<file path="src/insn_exec_regs.vh">
// Purpose: constants for the instruction subset execution core
// Assumes: 12-bit instruction words, baseline-style encodings
// Notes: opcode patterns are compared against the top bits of the word
`ifndef INSN_EXEC_REGS_VH
`define INSN_EXEC_REGS_VH
// 6-bit opcode field, bits 11:6
`define OPC_OR_FILE_6 6'h04
`define OPC_COPY_FILE_6 6'h08
`define OPC_DECSKIP_6 6'h0B
`define OPC_INCSKIP_6 6'h0F
// 7-bit field, bits 11:5, store has d forced to 1
`define OPC_STORE_7 7'h01
// 3-bit field, bits 11:9
`define OPC_JUMP_3 3'h5
// 4-bit field, bits 11:8
`define OPC_ORLIT_4 4'hD
// status register layout, reset values, status address and no-op word
`define STATUS_Z_BIT 2
`define STATUS_PAGE_HI 6
`define STATUS_PAGE_LO 5
`define STATUS_RESET 8'h00
`define ACC_RESET 8'h00
`define PC_RESET 11'h000
`define STATUS_ADDR 5'h03
`define NO_OPERATION_WORD 12'h000
`endif

</file>
<file path="src/cpu_insn_subset_exec.v">
// Purpose: execute a subset of single-word instructions, one per instruction clock
// Assumes: fetch supplies insn_in for the address on pc_out; file registers held here
// Notes: status lives at file address 3 so page bits and flags share one register
`timescale 1ns/1ps
`include "insn_exec_regs.vh"
module cpu_insn_subset_exec #(
	parameter NUM_FILES = 32
)(
	// clock and reset
	input wire sys_clk_in,
	input wire rstn_in,
	// instruction fetch
	input wire [11:0] insn_in,
	output reg [10:0] pc_out,
	// observed state
	output reg [7:0] acc_out,
	output reg [7:0] status_out,
	output reg flush_out
);
	reg [7:0] files_q [0:NUM_FILES-1];
	reg [7:0] acc_q;
	reg [10:0] pc_q;
	reg flush_q;
	reg [7:0] result_d;
	reg write_acc_d;
	reg write_file_d;
	reg set_z_d;
	reg flush_d;
	reg [10:0] pc_d;
	reg [7:0] status_d;
	wire [7:0] file_d [0:NUM_FILES-1];
	wire [11:0] word;
	wire [4:0] faddr;
	wire dest;
	wire [7:0] fval;
	wire [7:0] status_q;
	wire [10:0] pc_inc;
	wire [8:0] jump_target;
	wire [1:0] page_sel;
	wire zero_d;
	wire writes_status;
	wire is_dec_skip;
	wire is_inc_skip;
	wire is_or_file;
	wire is_copy;
	wire is_store;
	wire is_jump;
	wire is_or_lit;
	wire is_skip;
	wire writes_dest;
	integer i;
	genvar g;

	// the word after a taken skip or a jump was fetched for the old flow, so it runs as a no-op
	assign word = flush_q ? `NO_OPERATION_WORD : insn_in;
	assign faddr = word[4:0];
	assign dest = word[5];
	assign fval = files_q[faddr];
	assign status_q = files_q[`STATUS_ADDR];
	assign pc_inc = pc_q + 11'h001;
	assign jump_target = word[8:0];
	assign page_sel = status_q[`STATUS_PAGE_HI:`STATUS_PAGE_LO];
	assign zero_d = (result_d == 8'h00);
	assign writes_status = write_file_d && (faddr == `STATUS_ADDR);

	// opcode decode; the patterns do not overlap, so at most one is high
	assign is_dec_skip = (word[11:6] == `OPC_DECSKIP_6);
	assign is_inc_skip = (word[11:6] == `OPC_INCSKIP_6);
	assign is_or_file = (word[11:6] == `OPC_OR_FILE_6);
	assign is_copy = (word[11:6] == `OPC_COPY_FILE_6);
	assign is_store = (word[11:5] == `OPC_STORE_7);
	assign is_jump = (word[11:9] == `OPC_JUMP_3);
	assign is_or_lit = (word[11:8] == `OPC_ORLIT_4);
	assign is_skip = is_dec_skip | is_inc_skip;
	assign writes_dest = is_skip | is_or_file | is_copy;

	// result of the data-path instructions
	always @*
	begin
		result_d = 8'h00;
		if (is_dec_skip)
			result_d = fval - 8'h01;
		else if (is_inc_skip)
			result_d = fval + 8'h01;
		else if (is_or_file)
			result_d = acc_q | fval;
		else if (is_copy)
			result_d = fval;
		else if (is_store)
			result_d = acc_q;
		else if (is_or_lit)
			result_d = acc_q | word[7:0];
	end

	// destination select: d low writes the accumulator, d high the addressed file
	always @*
	begin
		write_acc_d = 1'b0;
		write_file_d = 1'b0;
		if (writes_dest)
		begin
			write_acc_d = ~dest;
			write_file_d = dest;
		end
		else if (is_store)
			write_file_d = 1'b1;
		else if (is_or_lit)
			write_acc_d = 1'b1;
	end

	// skips, stores and jumps leave every flag alone unless a skip or store writes file 3 itself
	always @*
	begin
		set_z_d = 1'b0;
		if (is_or_file | is_copy | is_or_lit)
			set_z_d = 1'b1;
	end

	// program counter and flush of the stale successor
	always @*
	begin
		flush_d = 1'b0;
		pc_d = pc_inc;
		if (is_skip)
			flush_d = zero_d;
		else if (is_jump)
		begin
			pc_d = {page_sel, jump_target};
			// the successor already fetched is stale, so the jump costs a second cycle
			flush_d = 1'b1;
		end
	end

	// a file write to status and a zero-flag update may meet; the flag is the later effect and wins
	always @*
	begin
		status_d = status_q;
		if (writes_status)
			status_d = result_d;
		if (set_z_d)
			status_d[`STATUS_Z_BIT] = zero_d;
	end

	// next value of every file register
	generate
		for (g = 0; g < NUM_FILES; g = g + 1)
		begin : gen_file
			if (g == `STATUS_ADDR)
			begin : gen_status
				assign file_d[g] = status_d;
			end
			else
			begin : gen_plain
				wire hit = write_file_d && ({27'h0, faddr} == g);
				assign file_d[g] = hit ? result_d : files_q[g];
			end
		end
	endgenerate

	// accumulator, program counter and flush flag
	always @(posedge sys_clk_in or negedge rstn_in)
	begin
		if (!rstn_in)
		begin
			acc_q <= `ACC_RESET;
			pc_q <= `PC_RESET;
			flush_q <= 1'b0;
		end
		else
		begin
			pc_q <= pc_d;
			flush_q <= flush_d;
			if (write_acc_d)
				acc_q <= result_d;
		end
	end

	// every file register loads its next value on each edge
	always @(posedge sys_clk_in or negedge rstn_in)
	begin
		if (!rstn_in)
		begin
			for (i = 0; i < NUM_FILES; i = i + 1)
				files_q[i] <= (i == `STATUS_ADDR) ? `STATUS_RESET : 8'h00;
		end
		else
		begin
			for (i = 0; i < NUM_FILES; i = i + 1)
				files_q[i] <= file_d[i];
		end
	end

	// status is shown as it stood before this edge, one cycle behind the accumulator
	always @(posedge sys_clk_in or negedge rstn_in)
	begin
		if (!rstn_in)
		begin
			pc_out <= `PC_RESET;
			acc_out <= `ACC_RESET;
			status_out <= `STATUS_RESET;
			flush_out <= 1'b0;
		end
		else
		begin
			pc_out <= pc_d;
			acc_out <= write_acc_d ? result_d : acc_q;
			status_out <= status_q;
			flush_out <= flush_d;
		end
	end
endmodule

</file>
<file path="config.mk">
export PLATFORM = sky130hd
export DESIGN_NAME = cpu_insn_subset_exec
export DESIGN_NICKNAME = d
export VERILOG_FILES = /design/src/cpu_insn_subset_exec.v
export VERILOG_INCLUDE_DIRS = /design/src
export SDC_FILE = /design/constraint.sdc
export NUM_CORES = 1
export LEC_CHECK = 0
export BUFFER_PORTS_ARGS = -buffer_cell sky130_fd_sc_hd__buf_2
export CAP_MARGIN = 20
export CORE_MARGIN = 2
export CORE_UTILIZATION = 45
export DETAILED_ROUTE_END_ITERATION = 7
export PLACE_DENSITY = 0.61
export RECOVER_POWER = 50
export SKIP_LAST_GASP = 1
export SLEW_MARGIN = 25
export SYNTH_ARGS = -nofsm -noshare
export SYNTH_HDL_FRONTEND = slang
export SYNTH_SLANG_ARGS = --single-unit
export TNS_END_PERCENT = 5
</file>
<file path="constraint.sdc">
create_clock -name sys_clk_in -period 5.5 [get_ports sys_clk_in]
set_input_delay 0.275 -clock sys_clk_in [delete_from_list [all_inputs] [get_ports sys_clk_in]]
set_output_delay 0.275 -clock sys_clk_in [all_outputs]
set_load 0.005 [all_outputs]
</file>
==> results of run 1 <==
per-layer routing:
metal	part of all wire (%)	GRT usage [%]	vias up
li1	-	-	4527
met1	45	36.4	5079
met2	44	37.3	400
met3	7.4	4.65	94
met4	3.2	7.61	0
met5	0	0	-
per-stage QoR:
step	std cells	utilization (%)	hold slack [ns]	total power [uW]	worst slack, ns
after CTS	1669	50.3	0.0860	4750	0.889
after global placement	1615	47.2	0.390	2820	0.956
after floorplan	1260	-	-0.0206	2570	1.31
after global routing	1670	50.2	0.133	4890	0.584
after detailed placement	1615	47.2	0.399	2820	0.884
final	1670	50.2	0.120	4710	0.899
how the worst min path moves through the flow:
stage	slack, ns	start	cells after the start	end
after floorplan	-0.02	rstn_in	0	acc_out[0]
after global placement	0.39	status_q[7]	0	status_out[7]
after detailed placement	0.40	status_q[7]	0	status_out[7]
after CTS	0.09	insn_in[5]	3	pc_out[5]
after global routing	0.13	insn_in[5]	3	pc_out[5]
final	0.12	insn_in[5]	3	pc_out[5]
Yosys cell counts, drive strengths merged, types with 10 or more instances:
master	count	area, um^2
mux4	14	327
mux2i	49	490
a21oi	31	155
nand3	18	90.1
dfrtp	284	7110
nor2	51	191
nand2	165	619
nor2b	10	62.6
clkbuf	72	270
nor3	13	70.1
o221ai	18	164
o22ai	19	119
buf	41	268
o21ai	129	646
mux2	175	1970
inv	12	45.0
or2	11	68.8
kinds of logic after synthesis:
kind of cell	synth area share (%)
buffers and inverters	4.18
AND/OR/NAND/NOR	11.5
AO/OA/AOI/OAI	12.4
multiplexers	20.0
XOR/XNOR	0.754
adder cells (fa/ha/maj)	0.269
flip-flops	51.0
state kept, by name, indices dropped and copies added (netlist names):
name        flops
flush_out       1
pc_out         11
status_q        8
status_out      8
acc_out         8
files_q       248
timing repair:
item                                    CTS  global route
hold buffers                              1             0
hold endpoints to repair                119             0
endpoints found under the setup margin    0             0
final cells by class:
type                            instances  area [um^2]  share of cell area [%]
Tap cell                              396          495                    3.23
Timing Repair Buffer                   74          473                    3.08
Clock buffer                           43          860                    5.60
Sequential cell                       284         7110                    46.3
Multi-Input combinational cell        851         6300                    41.1
Inverter                               12         45.0                   0.293
Clock inverter                         10         68.8                   0.448
critical path: cells and delay by family (launching register included):
family,cells,cell delay (ns)
AND/OR/NAND/NOR,7,2.43
flip-flops,1,0.57
AO/OA/AOI/OAI,3,1.17
buffers and inverters,1,0.10
adder cells (fa/ha/maj),1,0.22
report_power, final:
| group | switching, uW | internal [uW] |
|---|---|---|
| Combinational | 372 | 199 |
| Clock | 845 | 1080 |
| Sequential | 60.1 | 2150 |
==> impl_metrics.toml, run 1 <==
[critical_path]
cp.arrival_ns = 5.07
cp-start-kind = "flop"
r2r-end = "status_q[2]"
reg2reg_from = "flush_out"
r2r_cells = 12
reg2reg_slack_ns = 0.90
max_stage_delay_ns = 0.74
crit_path_end_kind = "flop"
path_cells = "nor2b_1 > o21ai_0 > a211oi_1 > nor2_1 > inv_1 > ha_1 > nand2_1 > or3_1 > and4_1 > or3b_1 > or4_4 > o41ai_2"
required_ns = 5.97
worstSetupPathType = "reg2reg"
path_max_fanout = 21
critPathCapture = "status_q[2]"
cp_slowest_cell = "nor2b_1"
crit_start = "flush_out"

[clock_network]
clock_latency_ns = 0.57
cts.sinks = 284
clock_path_buffers = 3
path_clk_slew_ns = 0.06
root_buffer = "clkbuf_16"
cts_resized = 0
cts_buffers = 30
cts_max_level = 1
cts_tree = "yes"
cts_setup_buffers = 0

[timing]
skew_ns = 0.0151
fin_tns_setup_ns = 0
period_minus_slack_ns = 4.60
final_max_slew_viol_count = 122
tightest_slew_ns = 2.50
relSlewSlack_pct = -66.8
post-route-period-util_pct = 83.7
setup_viol = 0
hold_violations = 0
max_freq_mhz = 217
rsz0062_at_grt = "no"

[finish]
fillers = 2818
antennaDiodeCount = 0
fin_nets = 1270
final_area_mm2 = 0.0154
final_common_cell = "dfrtp_1"
drive_gt1_share_pct = 25.3
final_cell_mix = "dfrtp_1 (283), mux2_2 (175), nand2_1 (165)"
area_growth_syn_to_layout_pct = 10.1

[routing]
drc = 0
wl_per_cell_um = 24.0
drt_iter0_drc = 817
first_pass_iters = 5
antenna_left = 0
via_count = 10100
vias_per_cell = 6.05
finalWirelength_um = 40000

[logic_synthesis]
syn_avg_cell_area_um2 = 11.1
yosysUniqueCellTypes = 83
syn_area_mm2 = 0.0139
yosysWarnings = 0
ys_seq_area_share_pct = 51.0
synth_edf_count = 0
syn_inst = 1260
syn_nets = 1277
ys.flop_type = "dfrtp_1"
synthArstFlopShare_pct = 100
synth_seq_cells = 284

[pwr]
powerDensity_mw_per_mm2 = 307
p_leak_uw = 0.00717
max-vdd-ir-drop_uv = 244

[floorplan]
core-area_mm2 = 0.0306
start_util_pct = 45.6
dieWidth_um = 180
die_y_um = 180
io_pins = 42
die_area_mm2 = 0.0324
num_rows = 64

[global_route]
grt_usage_pct = 24.8
grt_pass1_vias = 10000
grt.overflow.total = 0
grt_max_degree = 166
antenna_found_initial = 0
grt_pass1_wl_um = 62600

[run]
drv_cap = 2

[run_status]
run_status = "finished with violations"
violations = "max-capacitance violations, max-slew violations"

[place]
place_area_mm2 = 0.0144
io_buffer_count = 41
dp_hpwl_um = 26800
finalWeightedCongestion = 0.954

[hold_path]
hp-class = "in2reg"
Note: power is estimated with default switching activity, not from simulation.
==> run 2, diff against run 1 <==
--- a/config.mk
+++ b/config.mk
@@ -6,6 +6,7 @@
 export SDC_FILE = /design/constraint.sdc
 export NUM_CORES = 1
 export LEC_CHECK = 0
+export ABC_AREA = 1
 export BUFFER_PORTS_ARGS = -buffer_cell sky130_fd_sc_hd__buf_2
 export CAP_MARGIN = 20
 export CORE_MARGIN = 2
==> constraint.sdc (replaced) <==
create_clock -name sys_clk_in -period 4.5 [get_ports sys_clk_in]
set_input_delay 0.225 -clock sys_clk_in [delete_from_list [all_inputs] [get_ports sys_clk_in]]
set_output_delay 0.225 -clock sys_clk_in [all_outputs]
set_load 0.005 [all_outputs]
==> run 2 against run 1 <==
  * The flow still finishes with violations (max-capacitance violations, max-slew violations)
  * Critical path type unchanged
  * Largest cell class unchanged
  * Highest routed layer unchanged
  * Non-clock buffer count is 22 higher
  * Sequential cell count did not move
  * Synthesized cell count rose by 66%
  * Hold slack worse by 0.092 ns
  * Power grew 50%
  * Clock-buffer cell count is 8 higher
  * Largest power group unchanged
  * Critical path depth is 10 higher
==> impl_metrics.toml, run 2 <==
[logic_synthesis]
ys_seq_area_share_pct = 47.7
syn_inst = 2090
synth_common_cells = "nand2_1 (749), inv_1 (293), dfrtp_1 (284)"
synth_seq_cells = 284
synthArstFlopShare_pct = 100
synth_most_common_cell = "nand2_1"
synth_edf_count = 0
syn_avg_cell_area_um2 = 7.13
netlist_top_cells_area = "dfrtp_1 (48%), nand2_1 (19%), inv_1 (7.4%)"
syn_nets = 2107
syn_area_mm2 = 0.0149
ys.flop_type = "dfrtp_1"
synth_top_cell_area_share_pct = 47.7
synth_top_area_cell = "dfrtp_1"
yosysWarnings = 0
yosysUniqueCellTypes = 36

[finish]
final_area_mm2 = 0.0168
fin_nets = 2150
largestRegisters = "files_q x248, pc_out x11"
largest_reg_flops = 248
final_cell_mix = "nand2_1 (749), inv_1 (293), dfrtp_1 (284)"
area_growth_syn_to_layout_pct = 12.7
largest_register = "files_q"
final_common_cell = "nand2_1"
antennaDiodeCount = 0
fin_util_pct = 51.6
drive_gt1_share_pct = 8.95

[pwr]
total_power_uw = 7050
p_leak_uw = 0.00845
max-vdd-ir-drop_uv = 269
powerDensity_mw_per_mm2 = 420

[global_route]
antenna_found_initial = 0
grt.overflow.total = 0
grt_usage_pct = 28.5
grt_pass1_wl_um = 74600
grt_max_degree = 104
grt_pass1_vias = 12800

[timing]
relSlewSlack_pct = -66.5
final_max_slew_viol_count = 98
setup_viol = 0
fin_tns_setup_ns = 0
hold_violations = 0
period_minus_slack_ns = 4.16
post-route-period-util_pct = 92.4
rsz0062_at_grt = "no"
tightest_slew_ns = 2.50
max_freq_mhz = 241
skew_ns = 0.0122

[run]
drv_cap = 1

[critical_path]
required_ns = 4.89
r2r_cells = 22
crit_path_end_kind = "flop"
path_common_cell = "nand2_1"
worstSetupPathType = "reg2reg"
cp_num_buf_inv = 4
cp-start-kind = "flop"
crit_start = "flush_out"
cp.arrival_ns = 4.55
reg2reg_from = "flush_out"
cp_slowest_cell = "dfrtp_1"
path_cells = "inv_2 > nand2_4 > buf_12 > nand2_1 > nand2_1 > nand2_1 > nand2_1 > nand2_1 > nand3_1 > nor2_1 > nor2_1 > ha_1 > inv_1 > nor2_1 > nand3_1 > nand2_1 > nand2_1 > nand2_1 > nand3_4 > buf_4 > nor2_1 > a21oi_1"
r2r-end = "files_q[198]"
max_stage_delay_ns = 0.59
path_max_fanout = 24
crit_family = "simple AND/OR/NAND/NOR gates"
reg2reg_slack_ns = 0.34

[clock_network]
cts.sinks = 284
cts_max_level = 2
clock_latency_ns = 0.52
clock_path_buffers = 3
path_clk_slew_ns = 0.06
cts_buffers = 35
cts_tree = "yes"
root_buffer = "clkbuf_16"

[routing]
drc = 0
drt_iter0_drc = 1215
wl_per_cell_um = 18.4
antenna_left = 0
first_pass_iters = 6
via_count = 13500
finalWirelength_um = 47900
vias_per_cell = 5.21

[place]
io_buffer_count = 41
dp_hpwl_um = 32700
place_area_mm2 = 0.0157
finalWeightedCongestion = 0.955

[run_status]
violations = "max-capacitance violations, max-slew violations"
run_status = "finished with violations"

[hold_path]
hp-class = "in2reg"
hold-path-cell-count = 3
min_to = "pc_out[8]"
hold_start = "insn_in[8]"

[floorplan]
core-area_mm2 = 0.0325
num_rows = 66
start_util_pct = 45.8
io_pins = 42
die_area_mm2 = 0.0346
dieWidth_um = 186
die_y_um = 186
run 2: changes by cell type after synthesis, moves of 22 or more:
| cell | before | now |
|---|---|---|
| mux2_2 | 175 | 0 |
| inv_2 | 0 | 22 |
| clkbuf_1 | 72 | 14 |
| inv_1 | 12 | 293 |
| buf_2 | 22 | 59 |
| nor2_1 | 51 | 140 |
| nand3_1 | 18 | 112 |
| o21ai_0 | 127 | 191 |
| o21ai_1 | 2 | 72 |
| mux2i_1 | 49 | 0 |
| nor2_2 | 0 | 25 |
| nand2_1 | 165 | 749 |
run 2: cell families after synthesis:
| logic type | Yosys count | synth area share, % |
|---|---|---|
| and+or+nand+nor | 1062 | 29.1 |
| buffers and inverters | 405 | 11.1 |
| AOI/OAI and AO/OA | 330 | 11.5 |
| DFF | 284 | 47.7 |
| xor gates and xnor gates | 6 | 0.353 |
| adders and majority gates | 3 | 0.252 |
run 2: area by class of cell:
cell class / count / area, um^2
Fill cell: 3327 / 15800
Timing Repair Buffer: 96 / 649
Inverter: 315 / 1180
Multi-Input combinational cell: 1401 / 6160
Tap cell: 442 / 553
Clock inverter: 9 / 75.1
Clock buffer: 51 / 1060
Sequential cell: 284 / 7110
run 2: stage by stage:
step / hold WS (ns) / cells / setup slack, ns
after floorplan: -0.0706 / 2090 / 1.63
after global placement: 0.330 / 2537 / 0.415
after detailed placement: 0.331 / 2537 / 0.314
after CTS: 0.0285 / 2598 / 0.296
after global routing: 0.0600 / 2598 / 0.0528
final: 0.0274 / 2598 / 0.342
run 2: per-layer routing:
layer,share of wire (%),track usage (%)
met1,46,40.7
met2,45,44.8
met3,6.2,3.37
met4,3.4,9.67
met5,0,0
run 2: how the worst max path moves through the flow:
stage,endpoint,slack (ns),depth (start not counted)
floorplan,files_q[222],1.63,19
global placement,files_q[46],0.41,19
detailed placement,files_q[46],0.31,19
CTS,files_q[46],0.30,19
global route,files_q[6],0.05,22
finish,files_q[198],0.34,22
run 2: worst reg2reg max path: cells and delay by family (launching register included):
family | cells | cell delay (ns)
AOI/OAI and AO/OA | 1 | 0.06
adders and majority gates | 1 | 0.23
buffers and inverters | 4 | 0.84
DFF | 1 | 0.59
and+or+nand+nor | 16 | 2.32
run 2: report_power, final:
group / switching (uW) / internal [uW] / total, uW
logic: 856 / 395 / 1250
clock network: 1120 / 1680 / 2800
registers: 136 / 2860 / 3000
total: 2110 / 4940 / 7050
run 2: repair_timing:
item | CTS | global route
endpoints found under the setup margin | 0 | 1
resized for setup | 0 | 1
hold buffers | 1 | 0
setup buffers | 0 | 0
endpoints found under the hold margin | 95 | 0
